<file path="src/hdl/rsif_pkg.sv">
package rsif_pkg;
  // ***************************************************************
  // bus and register map
  // ***************************************************************
  localparam int          ADDR_W        = 8;
  localparam int          DATA_W        = 32;
  localparam logic [7:0]  OFS_WDOG_CTRL = 8'h00;
  localparam logic [7:0]  OFS_IRQ_EN    = 8'h04;
  localparam logic [7:0]  OFS_EXT_IRQ_EN = 8'h08;
  localparam logic [7:0]  OFS_TMR_CTRL  = 8'h0C;
  localparam logic [7:0]  OFS_TMR2_FLAG = 8'h10;
  localparam logic [7:0]  OFS_STACK_PTR = 8'h14;
  localparam logic [7:0]  OFS_PORT_OUT  = 8'h18;
  // ***************************************************************
  // watchdog control fields and source-dependent reset
  // ***************************************************************
  localparam int          WDC_CLR       = 0;
  localparam int          WDC_RSTEN     = 1;
  localparam int          WDC_RSTF      = 2;
  localparam int          WDC_TOF       = 3;
  localparam int          WDC_SEL_LO    = 4;
  localparam int          WDC_SEL_HI    = 5;
  localparam int          WDC_POR       = 6;
  localparam logic [7:0]  WDC_RW_MASK   = 8'h7E;
  localparam logic [7:0]  WDC_EXT_KEEP  = 8'h56;
  localparam logic [7:0]  WDC_EXT_SET   = 8'h00;
  localparam logic [7:0]  WDC_WD_KEEP   = 8'h52;
  localparam logic [7:0]  WDC_WD_SET    = 8'h04;
  localparam logic [7:0]  WDC_POR_VAL   = 8'h40;
  // ***************************************************************
  // timer control, timer 2 flag and interrupt enable fields
  // ***************************************************************
  localparam int          TC_TRIG0      = 0;
  localparam int          TC_EXT0F      = 1;
  localparam int          TC_TRIG1      = 2;
  localparam int          TC_EXT1F      = 3;
  localparam int          TC_T0F        = 5;
  localparam int          TC_T1F        = 7;
  localparam logic [7:0]  TC_MASK       = 8'hAF;
  localparam int          T2_CAPF       = 6;
  localparam int          T2_OVF        = 7;
  localparam logic [7:0]  T2_MASK       = 8'hC0;
  localparam int          IE_GLOBAL     = 7;
  localparam logic [7:0]  IE_MASK       = 8'hBF;
  localparam int          EIE_W         = 5;
  localparam int          EIE_WDOG      = 4;
  // ***************************************************************
  // interrupt sources and service acknowledge ids
  // ***************************************************************
  localparam int          N_SRC         = 11;
  localparam int          N_AUX         = 4;
  localparam int          ACK_ID_W      = 4;
  localparam logic [3:0]  ACK_EXT0      = 4'h0;
  localparam logic [3:0]  ACK_T0        = 4'h1;
  localparam logic [3:0]  ACK_EXT1      = 4'h2;
  localparam logic [3:0]  ACK_T1        = 4'h3;
  // ***************************************************************
  // reset values and timing
  // ***************************************************************
  localparam int          PC_W          = 16;
  localparam logic [15:0] PC_RST        = 16'h0000;
  localparam logic [7:0]  SP_RST        = 8'h07;
  localparam logic [7:0]  PORT_RST      = 8'hFF;
  localparam int          N_PORT        = 4;
  localparam logic [1:0]  MC_LAST       = 2'h3;
  localparam int          MC_CLKS       = 4;
  localparam int          WD_DLY_CLKS   = 512;
  localparam int          WD_HOLD_MC    = 2;
  localparam int          EXT_HOLD_MC   = 2;
  localparam logic [9:0]  WD_DLY_LAST   = 10'(WD_DLY_CLKS - 1);
  localparam logic [3:0]  WD_HOLD_LAST  = 4'(WD_HOLD_MC * MC_CLKS - 1);
  localparam logic [1:0]  EXT_HOLD_INIT = 2'(EXT_HOLD_MC);
  localparam int          WD_SEL_STEP   = 3;

  typedef enum logic [1:0] {
    WD_RUN   = 2'b00,
    WD_ARMED = 2'b01,
    WD_RESET = 2'b10
  } rsif_wd_e;
endpackage : rsif_pkg

</file>
<file path="src/hdl/rsif_ext_sampler.sv">
`timescale 1ns/1ps
module rsif_ext_sampler
(
  input  wire logic clk_i,
  input  wire logic rst_i,
  input  wire logic smp_i,
  input  wire logic pin_i,
  input  wire logic edge_sel_i,
  output logic      set_o
);
  import rsif_pkg::*;

  typedef struct packed {
    logic last;
  } rsif_smp_s;

  rsif_smp_s st_reg;
  rsif_smp_s st_next;

  // ***************************************************************
  // once per machine cycle sampling
  // ***************************************************************
  always_comb
  begin
    st_next = st_reg;
    set_o   = 1'b0;
    if (smp_i)
    begin
      // edge needs one high sample then one low one
      set_o       = edge_sel_i ? (st_reg.last & ~pin_i) : ~pin_i;
      st_next.last = pin_i;
    end
    // starts high so a pin low at reset counts as an edge on the first sample
    if (rst_i)
    begin
      st_next.last = 1'b1;
    end
  end

  always_ff @(posedge clk_i)
  begin
    st_reg <= st_next;
  end
endmodule : rsif_ext_sampler

</file>
<file path="src/hdl/rsif_top.sv">
`timescale 1ns/1ps
module rsif_top
#(
  parameter int WD_BASE_BITS = 17
)
(
  input  wire logic                            MCLK_I,
  input  wire logic                            RST_I,
  input  wire logic                            PSEL_I,
  input  wire logic                            PENABLE_I,
  input  wire logic                            PWRITE_I,
  input  wire logic [rsif_pkg::ADDR_W-1:0]     PADDR_I,
  input  wire logic [rsif_pkg::DATA_W-1:0]     PWDATA_I,
  output logic      [rsif_pkg::DATA_W-1:0]     PRDATA_O,
  output logic                                 PREADY_O,
  output logic                                 PSLVERR_O,
  input  wire logic                            EXT_RST_I,
  input  wire logic                            EXT_IRQ0_PIN_I,
  input  wire logic                            EXT_IRQ1_PIN_I,
  input  wire logic                            TMR0_OVF_I,
  input  wire logic                            TMR1_OVF_I,
  input  wire logic                            TMR2_OVF_I,
  input  wire logic                            TMR2_CAPRLD_I,
  input  wire logic                            SERIAL_IRQ_I,
  input  wire logic [rsif_pkg::N_AUX-1:0]      AUX_IRQ_I,
  input  wire logic                            IRQ_ACK_I,
  input  wire logic [rsif_pkg::ACK_ID_W-1:0]   IRQ_ACK_ID_I,
  input  wire logic [rsif_pkg::PC_W-1:0]       CORE_PC_I,
  output logic                                 SYS_RST_O,
  output logic      [rsif_pkg::PC_W-1:0]       PC_O,
  output logic      [7:0]                      STACK_PTR_O,
  output logic      [8*rsif_pkg::N_PORT-1:0]   PORT_OUT_O,
  output logic      [rsif_pkg::N_SRC-1:0]      IRQ_REQ_O
);
  import rsif_pkg::*;

  localparam int WDW = WD_BASE_BITS + 3 * WD_SEL_STEP + 1;

  typedef struct packed {
    logic [1:0]            mc_cnt;
    logic [1:0]            ext_hold;
    rsif_wd_e              wd_state;
    logic [WDW-1:0]        wd_cnt;
    logic [9:0]            wd_dly;
    logic [3:0]            wd_hold;
    logic [7:0]            wdc;
    logic [7:0]            ie;
    logic [EIE_W-1:0]      extended_irq_enable_reg;
    logic [7:0]            tc;
    logic [7:0]            t2;
    logic [7:0]            sp;
    logic [8*N_PORT-1:0]   port;
    logic [PC_W-1:0]       pc;
    logic [DATA_W-1:0]     prdata;
    logic                  pslverr;
  } rsif_state_s;

  rsif_state_s st_reg;
  rsif_state_s st_next;

  logic                  mc_strobe;
  logic                  ext_act;
  logic                  wd_act;
  logic                  ext0_set;
  logic                  ext1_set;
  logic [N_SRC-1:0]      flags;
  logic [N_SRC-1:0]      enables;

  assign mc_strobe = (st_reg.mc_cnt == MC_LAST);
  assign ext_act   = (st_reg.ext_hold != 2'h0);
  assign wd_act    = (st_reg.wd_state == WD_RESET);

  // ***************************************************************
  // external interrupt pin samplers
  // ***************************************************************
  rsif_ext_sampler u_ext0 (
    .clk_i      (MCLK_I),
    .rst_i      (SYS_RST_O),
    .smp_i      (mc_strobe),
    .pin_i      (EXT_IRQ0_PIN_I),
    .edge_sel_i (st_reg.tc[TC_TRIG0]),
    .set_o      (ext0_set)
  );

  rsif_ext_sampler u_ext1 (
    .clk_i      (MCLK_I),
    .rst_i      (SYS_RST_O),
    .smp_i      (mc_strobe),
    .pin_i      (EXT_IRQ1_PIN_I),
    .edge_sel_i (st_reg.tc[TC_TRIG1]),
    .set_o      (ext1_set)
  );

  // ***************************************************************
  // timeout compare
  // ***************************************************************
  function automatic logic wd_hit(input logic [WDW-1:0] cnt, input logic [1:0] sel);
    logic [WDW-1:0] mask;
    mask = WDW'((64'h1 << (WD_BASE_BITS + WD_SEL_STEP * int'(sel))) - 64'h1);
    return ((cnt & mask) == mask);
  endfunction : wd_hit

  // ***************************************************************
  // interrupt requests
  // ***************************************************************
  always_comb
  begin
    // timer 2 shares one source slot
    flags   = {st_reg.wdc[WDC_TOF], AUX_IRQ_I, st_reg.t2[T2_OVF] | st_reg.t2[T2_CAPF],
               SERIAL_IRQ_I, st_reg.tc[TC_T1F], st_reg.tc[TC_EXT1F], st_reg.tc[TC_T0F],
               st_reg.tc[TC_EXT0F]};
    // watchdog slot gated by extended bit 4
    enables = {st_reg.extended_irq_enable_reg, st_reg.ie[5:0]};
    // one enable per source, global gate over all
    IRQ_REQ_O = st_reg.ie[IE_GLOBAL] ? (flags & enables) : '0;
  end

  // ***************************************************************
  // next state
  // ***************************************************************
  always_comb
  begin
    logic            setup;
    logic            wr;
    logic            hit;
    logic            wd_clr;
    logic            tout;
    logic [7:0]      wb;
    logic            ack_e0;
    logic            ack_e1;
    logic            ack_t0;
    logic            ack_t1;
    setup   = PSEL_I & ~PENABLE_I;
    wr      = PSEL_I & PENABLE_I & PWRITE_I;
    wb      = PWDATA_I[7:0];
    hit     = 1'b0;
    wd_clr  = wr && (PADDR_I == OFS_WDOG_CTRL) && wb[WDC_CLR];
    tout    = wd_hit(st_reg.wd_cnt, st_reg.wdc[WDC_SEL_HI:WDC_SEL_LO]) && !wd_clr;
    ack_e0  = IRQ_ACK_I && (IRQ_ACK_ID_I == ACK_EXT0) && st_reg.tc[TC_TRIG0];
    ack_e1  = IRQ_ACK_I && (IRQ_ACK_ID_I == ACK_EXT1) && st_reg.tc[TC_TRIG1];
    ack_t0  = IRQ_ACK_I && (IRQ_ACK_ID_I == ACK_T0);
    ack_t1  = IRQ_ACK_I && (IRQ_ACK_ID_I == ACK_T1);
    st_next = st_reg;
    st_next.mc_cnt = st_reg.mc_cnt + 2'h1;

    // external reset pin, stretched two machine cycles
    if (mc_strobe)
    begin
      if (EXT_RST_I)
        st_next.ext_hold = EXT_HOLD_INIT;
      else if (ext_act)
        st_next.ext_hold = st_reg.ext_hold - 2'h1;
    end

    // free-running count, restart on software clear
    st_next.wd_cnt = wd_clr ? '0 : st_reg.wd_cnt + WDW'(1);

    unique case (st_reg.wd_state)
      WD_RUN:
      begin
        if (tout && st_reg.wdc[WDC_RSTEN])
        begin
          st_next.wd_state = WD_ARMED;
          st_next.wd_dly   = '0;
        end
      end
      WD_ARMED:
      begin
        st_next.wd_dly = st_reg.wd_dly + 10'h1;
        if (wd_clr || !st_reg.wdc[WDC_RSTEN])
          st_next.wd_state = WD_RUN;
        else if (st_reg.wd_dly == WD_DLY_LAST)
        begin
          // reset 512 clocks after the flag
          st_next.wd_state = WD_RESET;
          st_next.wd_hold  = WD_HOLD_LAST;
        end
      end
      WD_RESET:
      begin
        // held two machine cycles, released on a clock edge
        st_next.wd_hold = st_reg.wd_hold - 4'h1;
        st_next.wd_cnt  = '0;
        if (st_reg.wd_hold == 4'h0)
          st_next.wd_state = WD_RUN;
      end
      default:
        st_next.wd_state = WD_RUN;
    endcase

    // ***************************************************************
    // register writes; hardware set wins over software clear
    // ***************************************************************

    // every flag takes software writes
    if (wr && PADDR_I == OFS_WDOG_CTRL)
      st_next.wdc = (st_reg.wdc & ~WDC_RW_MASK) | (wb & WDC_RW_MASK);
    if (wr && PADDR_I == OFS_IRQ_EN)
      st_next.ie = wb & IE_MASK;
    if (wr && PADDR_I == OFS_EXT_IRQ_EN)
      st_next.extended_irq_enable_reg = wb[EIE_W-1:0];
    if (wr && PADDR_I == OFS_TMR_CTRL)
      st_next.tc = wb & TC_MASK;
    else
    begin
      // edge-mode flags drop on service entry
      // level-mode flags stay, a low pin sets them again
      if (ack_e0)
        st_next.tc[TC_EXT0F] = 1'b0;
      if (ack_e1)
        st_next.tc[TC_EXT1F] = 1'b0;
      // timer 0/1 flags clear on service
      if (ack_t0)
        st_next.tc[TC_T0F] = 1'b0;
      if (ack_t1)
        st_next.tc[TC_T1F] = 1'b0;
    end
    if (wr && PADDR_I == OFS_TMR2_FLAG)
      st_next.t2 = wb & T2_MASK;
    if (wr && PADDR_I == OFS_STACK_PTR)
      st_next.sp = wb;
    if (wr && PADDR_I == OFS_PORT_OUT)
      st_next.port = PWDATA_I;

    // hardware sets come last so they win over clears
    if (ext0_set)
      st_next.tc[TC_EXT0F] = 1'b1;
    if (ext1_set)
      st_next.tc[TC_EXT1F] = 1'b1;
    if (TMR0_OVF_I)
      st_next.tc[TC_T0F] = 1'b1;
    if (TMR1_OVF_I)
      st_next.tc[TC_T1F] = 1'b1;
    if (TMR2_OVF_I)
      st_next.t2[T2_OVF] = 1'b1;
    if (TMR2_CAPRLD_I)
      st_next.t2[T2_CAPF] = 1'b1;
    if (tout)
      st_next.wdc[WDC_TOF] = 1'b1;

    // ***************************************************************
    // read path, captured in the setup cycle
    // ***************************************************************
    // read data reflects state at setup; a flag set during access shows next read
    if (setup)
    begin
      st_next.prdata = '0;
      hit = 1'b1;
      unique case (PADDR_I)
        OFS_WDOG_CTRL:  st_next.prdata[7:0]       = st_reg.wdc;
        OFS_IRQ_EN:     st_next.prdata[7:0]       = st_reg.ie;
        OFS_EXT_IRQ_EN: st_next.prdata[EIE_W-1:0] = st_reg.extended_irq_enable_reg;
        OFS_TMR_CTRL:   st_next.prdata[7:0]       = st_reg.tc;
        OFS_TMR2_FLAG:  st_next.prdata[7:0]       = st_reg.t2;
        OFS_STACK_PTR:  st_next.prdata[7:0]       = st_reg.sp;
        OFS_PORT_OUT:   st_next.prdata            = st_reg.port;
        default:        hit = 1'b0;
      endcase
      st_next.pslverr = ~hit;
    end

    // program counter pinned while reset holds
    st_next.pc = SYS_RST_O ? PC_RST : CORE_PC_I;

    // ***************************************************************
    // reset state per source
    // ***************************************************************
    if (RST_I || wd_act || ext_act)
    begin
      // RAM untouched; the stack pointer reloads to 07h
      st_next.sp   = SP_RST;
      // all ports high
      st_next.port = {N_PORT{PORT_RST}};
      // interrupts off, most registers cleared
      st_next.ie   = '0;
      st_next.extended_irq_enable_reg  = '0;
      st_next.tc   = '0;
      st_next.t2   = '0;
      // source-dependent watchdog control
      if (wd_act)
        st_next.wdc = (st_reg.wdc & WDC_WD_KEEP) | WDC_WD_SET;
      else
        st_next.wdc = (st_reg.wdc & WDC_EXT_KEEP) | WDC_EXT_SET;
    end
    if (RST_I)
    begin
      // only power-on raises the indicator and drops the enable
      st_next.wdc      = WDC_POR_VAL;
      st_next.mc_cnt   = '0;
      st_next.ext_hold = '0;
      st_next.wd_state = WD_RUN;
      st_next.wd_cnt   = '0;
      st_next.wd_dly   = '0;
      st_next.wd_hold  = '0;
      st_next.pc       = PC_RST;
      st_next.prdata   = '0;
      st_next.pslverr  = 1'b0;
    end
  end

  always_ff @(posedge MCLK_I)
  begin
    st_reg <= st_next;
  end

  // ***************************************************************
  // outputs
  // ***************************************************************
  // any source resets the core; fetch resumes at 0000h after it
  assign SYS_RST_O   = RST_I | ext_act | wd_act;
  assign PC_O        = st_reg.pc;
  assign STACK_PTR_O = st_reg.sp;
  assign PORT_OUT_O  = st_reg.port;
  assign PRDATA_O    = st_reg.prdata;
  assign PSLVERR_O   = st_reg.pslverr & PSEL_I & PENABLE_I;
  assign PREADY_O    = 1'b1;
endmodule : rsif_top

</file>
<file path="config.mk">
export PLATFORM = sky130hd
export DESIGN_NAME = rsif_top
export DESIGN_NICKNAME = d
export VERILOG_FILES = /design/src/hdl/rsif_pkg.sv /design/src/hdl/rsif_ext_sampler.sv /design/src/hdl/rsif_top.sv
export SDC_FILE = /design/constraint.sdc
export NUM_CORES = 1
export LEC_CHECK = 0
export ABC_AREA = 1
export BUFFER_PORTS_ARGS = -buffer_cell sky130_fd_sc_hd__clkbuf_2
export CORE_MARGIN = 5
export CORE_UTILIZATION = 56
export CTS_BUF_LIST = sky130_fd_sc_hd__clkbuf_8
export DETAILED_ROUTE_END_ITERATION = 10
export HOLD_SLACK_MARGIN = 0.05
export PLACE_DENSITY = 0.82
export SYNTH_ARGS = -nofsm -noshare
export SYNTH_HDL_FRONTEND = slang
export SYNTH_SLANG_ARGS = --single-unit
</file>
<file path="constraint.sdc">
create_clock -name MCLK_I -period 2.8 [get_ports MCLK_I]
set_input_delay 0.84 -clock MCLK_I [delete_from_list [all_inputs] [get_ports MCLK_I]]
set_output_delay 0.84 -clock MCLK_I [all_outputs]
set_load 0.02 [all_outputs]
</file>
==> flow_metrics.tcl, run 1 <==
set metrics [dict create \
    ys_seq_elements 164 \
    synthFlopType "sky130_fd_sc_hd__dfxtp_1" \
    setup_viol_count_final 0 \
    cts-root-buf "sky130_fd_sc_hd__clkbuf_8" \
    critical_path.startpoint_type "flop" \
    fin_area_sq_mm 0.00869 \
    post_route_cells_drive_above_1_share 0.221 \
    timing.slew.headroom 0.615 \
    drc 0 \
    violation_count_after_the_first_detailed_route_iteration 561 \
    globalRoute.totalOverflow 0 \
    timing.fmax_mhz 397 \
    detail_route.first_pass.iterations 6 \
    cts-root-to-sink-buffers 2 \
    synth_largest_type_area_fraction 0.413 \
    power_w 0.00455 \
    slowest_delay_ps 470 \
    coreArea_sq_mm 0.0139 \
    synth_top_cell_by_area "sky130_fd_sc_hd__dfxtp_1" \
    grt_first_pass_wirelength_um 31500 \
    num_antenna_cells 0 \
    setup.worst_path.end_class "output pin" \
    wire_per_inst_um 14.3 \
    layout_commonest_cell "sky130_fd_sc_hd__nand2_1" \
    drt-vias-per-instance 5.23 \
    asyncSetResetFlopFracSynth 0 \
    final.period_utilization 0.899 \
    start_util 0.572 \
    worstPathRequired_ps 1960 \
    height_of_the_chip_um 129 \
    post_cts_hold_buffer_count 0 \
    leakagePower_nw 3.94 \
    timing.max_cap.violations 0 \
    synthesis.area_per_instance_sq_um 7.33 \
    groute.usage.overall 0.234 \
    crit-reg2reg-launch "st_reg[122]" \
    detail_route.wirelength_um 19400 \
    detailedPlace.worstSlack_ps 311 \
    critPathBufInv 2 \
    io-pin-count 180 \
    final_hold_viol_count 0 \
    die_x_um 129 \
    finClkSkew_ps 13.8 \
    reg2reg_to "st_reg[168]" \
    cts_buffers 17 \
    port_buffers 178 \
    worst_r2r_path_depth 13 \
    rsz0062_at_grt "false" \
    max-vdd-ir-drop_mv 0.389 \
    worstHoldPathType "flop to flop" \
    number_of_flip_flops_in_the_largest_register 58 \
    routabilityCongestion 0.927 \
    clkSinkCount 164 \
    post_detailed_placement_cell_area_sq_mm 0.00830 \
    synth_cell_type_count 48 \
    finalCoreUtilization 0.626 \
    syn_nets 1175 \
    core.rowCount 43 \
    period_needed_ps 2520 \
    crit_path_cell_trace "inv_1 -> nor3_1 -> clkbuf_2" \
    netlist_top_cells_area "sky130_fd_sc_hd__dfxtp_1 41%, sky130_fd_sc_hd__nand2_1 9.6%, sky130_fd_sc_hd__buf_4 8.5%, sky130_fd_sc_hd__inv_1 5.5%, sky130_fd_sc_hd__nor2_1 5.4%" \
    critical_path_peak_fanout 8 \
    cts.repair_timing.setup_buffer_count 0 \
    worst_setup_path_startpoint "st_reg[117]" \
    syn-cell-area_sq_mm 0.00794 \
    final_max_slew_viol_count 0 \
    cts-htree-levels 4 \
    power.density_cell_area_mw_per_mm2 523 \
    run_status "completed" \
    first_global_vias 6728 \
    sequential_share_of_the_synthesized_area 0.413 \
    final_antenna_net_count 0 \
    place.detailed.hpwl_um 14200 \
    area_enclosed_by_the_die_boundary_sq_mm 0.0167 \
    antenna_found_initial 0 \
    cts-resized-gates 0 \
    critical-path-slowest-cell "sky130_fd_sc_hd__dfxtp_1" \
    data_arrival_time_of_the_critical_path_ps 1680 \
    fin_ws_ps 281 \
    worstMarginPinSlew_ps 578 \
    crit_type "flop to output pin" \
    grt_start_max_net_pins 57 \
    area_growth_syn_to_layout_pct 9.41 \
    setup.worst_path.end "IRQ_REQ_O[2]" \
    syn_inst 1084 \
    finalSetupTns_ps 0 \
    via_count 7102 \
    ys.warnings.count 0 \
    clk_latency_worst_skew_pair_ps 470 \
    cp.depth 3 \
    synth_enable_flop_cells 0 \
    worst_setup_hold_path_clk_slew_ps 90 \
    tritoncts "done" \
    path_delay_family "flip-flops" \
    layout_common_cells "204 x sky130_fd_sc_hd__nand2_1, 178 x sky130_fd_sc_hd__clkbuf_2, 164 x sky130_fd_sc_hd__dfxtp_1" \
    final_nets 1257 \
    r2r_setup_slack_ps 610 \
]
==> worst register-to-register path, stage by stage (launching register included) <==
cell and delay [ps]:
sky130_fd_sc_hd__dfxtp_1 400, sky130_fd_sc_hd__inv_1 120, sky130_fd_sc_hd__ha_1 330, sky130_fd_sc_hd__nand2_1 80, sky130_fd_sc_hd__nor2_1 100, sky130_fd_sc_hd__nand2_1 60, sky130_fd_sc_hd__nand3_1 130, sky130_fd_sc_hd__nand2_4 60
sky130_fd_sc_hd__nor2_4 100, sky130_fd_sc_hd__nand4_2 90, sky130_fd_sc_hd__nand2_2 330, sky130_fd_sc_hd__nand2_1 130, sky130_fd_sc_hd__nand2_1 100, sky130_fd_sc_hd__a21oi_2 50
==> logic make-up (layout without fill, tap and decap cells) <==
family	count (synthesis)	count (layout)	synth area share
DFF	164	164	0.413
adders and majority gates	13	13	0.0205
other	1	1	0.000472
and+or+nand+nor	449	449	0.252
xor gates and xnor gates	8	8	0.00882
AOI/OAI and AO/OA	200	200	0.139
buffers and inverters	249	344	0.166
==> cells in the mapped netlist, drive strengths merged, types with 2 or more instances <==
cell type,n
nand2,215
dfxtp,164
nor2,124
inv,122
buf,105
a21oi,83
o21ai,75
nand3,61
nor3,28
clkbuf,21
ha,13
o211ai,11
nand4,9
o22ai,9
a211oi,8
o31ai,5
a31oi,4
nor3b,4
xnor2,4
xor2,4
and3,3
nand3b,2
==> worst min-delay path by stage <==
stage	slack, ps	from	end	cells after the start
after floorplan	400	st_reg[171]	st_reg[171]	1
after global placement	410	st_reg[171]	st_reg[171]	1
after detailed placement	430	st_reg[171]	st_reg[171]	1
after CTS	450	st_reg[171]	st_reg[171]	1
after global routing	470	st_reg[171]	st_reg[171]	1
final	450	st_reg[171]	st_reg[171]	1
==> power by group <==
| part | switching, W | total [W] | internal (W) |
|---|---|---|---|
| clock network | 0.000951 | 0.00170 | 0.000753 |
| registers | 0.0000352 | 0.00243 | 0.00240 |
| logic | 0.000272 | 0.000410 | 0.000138 |
==> cell type report <==
type | count | area (sq um)
fill | 1262 | 5190
multi-input combinational | 671 | 3350
sequential | 164 | 3280
timing repair buffer | 189 | 973
inverter | 123 | 462
clock buffer | 18 | 248
tap | 180 | 225
clock inverter | 14 | 144
==> routing by layer <==
layer  wire length (um)  global-route usage  vias to the layer above
met3               1570              0.0528                       41
met1               8120               0.294                     3194
li1                   -                   -                     3575
met2               9300               0.389                      292
met5                  0                   0                        -
met4                438              0.0939                        0
==> stage by stage <==
step                hold slack (ps)  instances
global placement                410       1327
finish                          448       1359
floorplan                       399       1084
global route                    473       1359
detailed placement              433       1327
CTS                             446       1359
Note: power is estimated with default switching activity, not from simulation.
==> inputs of run 2 (changes only) <==
--- a/config.mk
+++ b/config.mk
@@ -12,7 +12,7 @@
 export CTS_BUF_LIST = sky130_fd_sc_hd__clkbuf_8
 export DETAILED_ROUTE_END_ITERATION = 10
 export HOLD_SLACK_MARGIN = 0.05
-export PLACE_DENSITY = 0.82
+export PLACE_DENSITY = 0.8
 export SYNTH_ARGS = -nofsm -noshare
 export SYNTH_HDL_FRONTEND = slang
 export SYNTH_SLANG_ARGS = --single-unit
==> run 2 against run 1 <==
  * First-iteration DRC count fell by 2.9%
  * Maximum frequency rose by 1.5%
  * Power rose by 2.6%
  * Routed wire length fell by 0.95%
  * Final area rose by 0.46%
  * Core utilization rose by 0.29 points
  * Largest cell class unchanged
  * Register-to-register slack improved by 80 ps
  * Combinational power barely moved
  * Sequential share of layout area fell by 0.17 points
  * Clock-buffer cell count did not move
  * Die area did not move
  * Cell count barely moved
==> flow_metrics.tcl, run 2 (synthesis gave the netlist of run 1 again) <==
set metrics [dict create \
    final_nets 1258 \
    first_global_vias 6492 \
    finalSetupTns_ps 0 \
    port_buffers 178 \
    place.detailed.hpwl_um 14200 \
    dp_cells 1328 \
    num_antenna_cells 0 \
    area_growth_syn_to_layout_pct 9.91 \
    start_util 0.572 \
    grt_first_pass_wirelength_um 30900 \
    finClkSkew_ps 10.4 \
    violation_count_after_the_first_detailed_route_iteration 545 \
    critical_path_peak_fanout 4 \
    io-pin-count 180 \
    run_status "completed" \
    die_x_um 129 \
    critical_path.startpoint_type "flop" \
    detail_route.first_pass.iterations 6 \
    worst_setup_hold_path_clk_slew_ps 80 \
    layout_commonest_cell "sky130_fd_sc_hd__nand2_1" \
    routabilityCongestion 0.934 \
    antenna_found_initial 0 \
    data_arrival_time_of_the_critical_path_ps 1640 \
    cts.repair_timing.setup_buffer_count 0 \
    timing.fmax_mhz 403 \
    worstMarginPinSlew_ps 558 \
    grt_start_max_net_pins 52 \
    worstPathRequired_ps 1960 \
    leakagePower_nw 3.95 \
    period_needed_ps 2480 \
    cts-resized-gates 0 \
    worstHoldPathType "flop to flop" \
    cts-htree-levels 4 \
    post_cts_hold_buffer_count 0 \
    max-vdd-ir-drop_mv 0.402 \
    finalCoreUtilization 0.629 \
    setup_viol_count_final 0 \
    fillers 1263 \
    timing.slew.headroom 0.628 \
    final.period_utilization 0.887 \
    detail_route.wirelength_um 19300 \
    power_w 0.00467 \
    coreArea_sq_mm 0.0139 \
    final_hold_viol_count 0 \
    setup.worst_path.end_class "output pin" \
    rsz0062_at_grt "false" \
    layout_common_cells "204 x sky130_fd_sc_hd__nand2_1, 178 x sky130_fd_sc_hd__clkbuf_2, 164 x sky130_fd_sc_hd__dfxtp_1" \
    final_antenna_net_count 0 \
    number_of_flip_flops_in_the_largest_register 58 \
    cts-root-buf "sky130_fd_sc_hd__clkbuf_8" \
    crit_type "flop to output pin" \
    final_max_slew_viol_count 0 \
    core.rowCount 43 \
    timing.max_cap.violations 0 \
    holdWs_ps 431 \
    groute.usage.overall 0.231 \
    area_enclosed_by_the_die_boundary_sq_mm 0.0167 \
    drc 0 \
    wire_per_inst_um 14.2 \
    height_of_the_chip_um 129 \
    cts_buffers 17 \
    clk_latency_worst_skew_pair_ps 470 \
    power.density_cell_area_mw_per_mm2 535 \
    drt-vias-per-instance 5.15 \
    globalRoute.totalOverflow 0 \
    cts-root-to-sink-buffers 2 \
    via_count 7010 \
    post_route_cells_drive_above_1_share 0.220 \
    clkSinkCount 164 \
    instances_no_fill 1360 \
    tritoncts "done" \
]
## run 2: changes by cell type in the layout (fill, tap and decap cells not counted)
cell                         before  now
sky130_fd_sc_hd__buf_4           11   12
sky130_fd_sc_hd__bufinv_16        1    3
sky130_fd_sc_hd__clkinv_2         1    0
sky130_fd_sc_hd__clkinv_4         5    2
sky130_fd_sc_hd__clkinvlp_4       1    4
sky130_fd_sc_hd__inv_1          116  117
sky130_fd_sc_hd__inv_8            2    0
## run 2: path summary, 6_finish.rpt
| path | from | end | slack [ps] | cells past startpoint |
|---|---|---|---|---|
| hold / removal | st_reg[171] | st_reg[171] | 430 | 1 |
| setup reg to reg | st_reg[122] | st_reg[168] | 690 | 13 |
| hold reg to reg | st_reg[171] | st_reg[171] | 430 | 1 |
| setup / recovery | st_reg[167] | SYS_RST_O | 320 | 5 |
## run 2: layout make-up
class,instances,area [sq um],share of cell area
inverter,123,462,0.0529
clock inverter,14,176,0.0202
sequential,164,3280,0.376
tap,180,225,0.0258
clock buffer,18,248,0.0284
timing repair buffer,190,981,0.112
multi-input combinational,671,3350,0.384
## run 2: where the power goes
group          switching, W  leakage (nW)  internal [W]
Combinational      0.000268          2.41      0.000139
Clock              0.000912         0.204      0.000914
Sequential        0.0000355          1.33       0.00240
## run 2: metrics by stage
stage	instance area (sq um)	worst slack, ps
3_3_place_gp	8300	388
3_5_place_dp	8300	276
4_1_cts	8730	293
2_1_floorplan	7940	222
5_1_grt	8730	174
6_report	8730	318
## run 2: critical path: stages (launching register included)
cell	delay [ps]
sky130_fd_sc_hd__dfxtp_1	340
sky130_fd_sc_hd__inv_1	80
sky130_fd_sc_hd__ha_1	290
sky130_fd_sc_hd__nor3_4	220
sky130_fd_sc_hd__inv_1	80
sky130_fd_sc_hd__clkbuf_2	160
## run 2: routing by layer
layer / vias to the layer above / part of all wire / track usage
met5: - / 0 / 0
met4: 0 / 0.033 / 0.111
met3: 50 / 0.070 / 0.0556
met2: 268 / 0.47 / 0.371
met1: 3111 / 0.42 / 0.292
li1: 3581 / - / -
==> inputs of run 3 (changes only) <==
--- a/config.mk
+++ b/config.mk
@@ -12,7 +12,7 @@
 export CTS_BUF_LIST = sky130_fd_sc_hd__clkbuf_8
 export DETAILED_ROUTE_END_ITERATION = 10
 export HOLD_SLACK_MARGIN = 0.05
-export PLACE_DENSITY = 0.8
+export PLACE_DENSITY = 0.81
 export SYNTH_ARGS = -nofsm -noshare
 export SYNTH_HDL_FRONTEND = slang
 export SYNTH_SLANG_ARGS = --single-unit
==> run 3 against run 2 <==
  * Critical path depth did not move
  * Clock power fell by 2%
  * Sequential power barely moved
  * Die area did not move
  * Final area barely moved
  * Maximum frequency rose by 0.62%
  * Cell count did not move
  * Highest routed layer unchanged
==> flow_metrics.tcl, run 3 (synthesis gave the netlist of run 1 again) <==
set metrics [dict create \
    grt_first_pass_wirelength_um 30900 \
    antenna_found_initial 0 \
    worstPathRequired_ps 1960 \
    tritoncts "done" \
    io-pin-count 180 \
    timing.slew.headroom 0.620 \
    min-delay-start "st_reg[171]" \
    crit-reg2reg-launch "st_reg[167]" \
    fillers 1295 \
    routabilityCongestion 0.923 \
    clk_latency_worst_skew_pair_ps 460 \
    cts-root-buf "sky130_fd_sc_hd__clkbuf_8" \
    crit_type "flop to output pin" \
    timing.max_cap.violations 0 \
    cts-root-to-sink-buffers 2 \
    setup.worst_path.end_class "output pin" \
    post_cts_hold_buffer_count 0 \
    place.detailed.hpwl_um 14100 \
    cts_buffers 17 \
    grt_start_max_net_pins 57 \
    final_antenna_net_count 0 \
    data_arrival_time_of_the_critical_path_ps 1630 \
    reg2reg_to "st_reg[122]" \
    leakagePower_nw 3.96 \
    timing.hold.worst_endpoint "st_reg[171]" \
    max-vdd-ir-drop_mv 0.330 \
    worstHoldPathType "flop to flop" \
    drc 0 \
    layout_commonest_cell "sky130_fd_sc_hd__nand2_1" \
    via_count 7112 \
    final.period_utilization 0.881 \
    first_global_vias 6700 \
    height_of_the_chip_um 129 \
    critical_path.startpoint_type "flop" \
    worstMarginPinSlew_ps 569 \
    final_nets 1259 \
    layout_common_cells "204 x sky130_fd_sc_hd__nand2_1, 178 x sky130_fd_sc_hd__clkbuf_2, 164 x sky130_fd_sc_hd__dfxtp_1" \
    detail_route.first_pass.iterations 5 \
    num_antenna_cells 0 \
    die_x_um 129 \
    power.density_cell_area_mw_per_mm2 531 \
    violation_count_after_the_first_detailed_route_iteration 445 \
    drt-vias-per-instance 5.23 \
    core.rowCount 43 \
    setup_viol_count_final 0 \
    groute.usage.overall 0.228 \
    final_max_slew_viol_count 0 \
    worst_setup_hold_path_clk_slew_ps 80 \
    final_hold_viol_count 0 \
    worst_setup_path_startpoint "st_reg[167]" \
    fin_area_sq_mm 0.00873 \
    timing.hold.worst_path_depth 1 \
    globalRoute.totalOverflow 0 \
    period_needed_ps 2470 \
    wire_per_inst_um 13.9 \
    cts-resized-gates 0 \
    finClkSkew_ps 12.1 \
    r2r_setup_slack_ps 620 \
    critical_path_peak_fanout 4 \
    port_buffers 178 \
    coreArea_sq_mm 0.0139 \
    area_growth_syn_to_layout_pct 9.88 \
    detail_route.wirelength_um 19000 \
    rsz0062_at_grt "false" \
    number_of_flip_flops_in_the_largest_register 58 \
    start_util 0.572 \
    cts-htree-levels 4 \
    clkSinkCount 164 \
    post_route_cells_drive_above_1_share 0.220 \
    post_detailed_placement_cell_area_sq_mm 0.00831 \
    timing.fmax_mhz 405 \
    area_enclosed_by_the_die_boundary_sq_mm 0.0167 \
    worst_r2r_path_depth 7 \
    run_status "completed" \
    cts.repair_timing.setup_buffer_count 0 \
    finalSetupTns_ps 0 \
]
-- run 3: how the worst max path moves through the flow --
stage	to	slack [ps]	cells past startpoint
finish	SYS_RST_O	330	5
global route	SYS_RST_O	250	5
CTS	SYS_RST_O	320	5
detailed placement	st_reg[139]	320	12
global placement	st_reg[139]	390	12
floorplan	SYS_RST_O	220	4
-- run 3: where the power goes --
part           switching (W)  internal (W)  leakage [nW]
registers          0.0000341       0.00240          1.33
clock network       0.000862      0.000926         0.206
logic               0.000272      0.000139          2.41
-- run 3: through the flow --
| stage | total power [W] | cells | utilization | hold WS, ps | setup WS, ps |
|---|---|---|---|---|---|
| finish | 0.00463 | 1360 | 0.629 | 422 | 333 |
| global route | 0.00480 | 1360 | 0.629 | 438 | 250 |
| CTS | 0.00466 | 1360 | 0.629 | 426 | 318 |
| detailed placement | 0.00290 | 1329 | 0.599 | 413 | 323 |
| global placement | 0.00288 | 1329 | 0.599 | 407 | 387 |
| floorplan | 0.00279 | 1084 | - | 399 | 222 |
-- run 3: routing by layer --
metal  global-route usage  vias to the layer above  wire length [um]
met5                    0                        -                 0
met4               0.0945                        0               629
met2                0.376                      282              8970
li1                     -                     3578                 -
met1                0.284                     3206              7950
met3               0.0589                       46              1400
-- run 3: cell type report --
| class | instances | area, sq um | share of cell area |
|---|---|---|---|
| inverters | 123 | 462 | 0.0529 |
| well taps | 180 | 225 | 0.0258 |
| flip-flops and latches | 164 | 3280 | 0.376 |
| multi-input cells | 671 | 3350 | 0.384 |
| clock inverters | 12 | 153 | 0.0175 |
| clock buffers | 19 | 262 | 0.0300 |
| repair buffers | 191 | 988 | 0.113 |
-- run 3: worst max-delay path, cell delays in order, from the launching register on --
cell	delay [ps]
sky130_fd_sc_hd__dfxtp_1	340
sky130_fd_sc_hd__inv_1	80
sky130_fd_sc_hd__ha_1	300
sky130_fd_sc_hd__nor3_4	220
sky130_fd_sc_hd__inv_1	80
sky130_fd_sc_hd__clkbuf_2	160
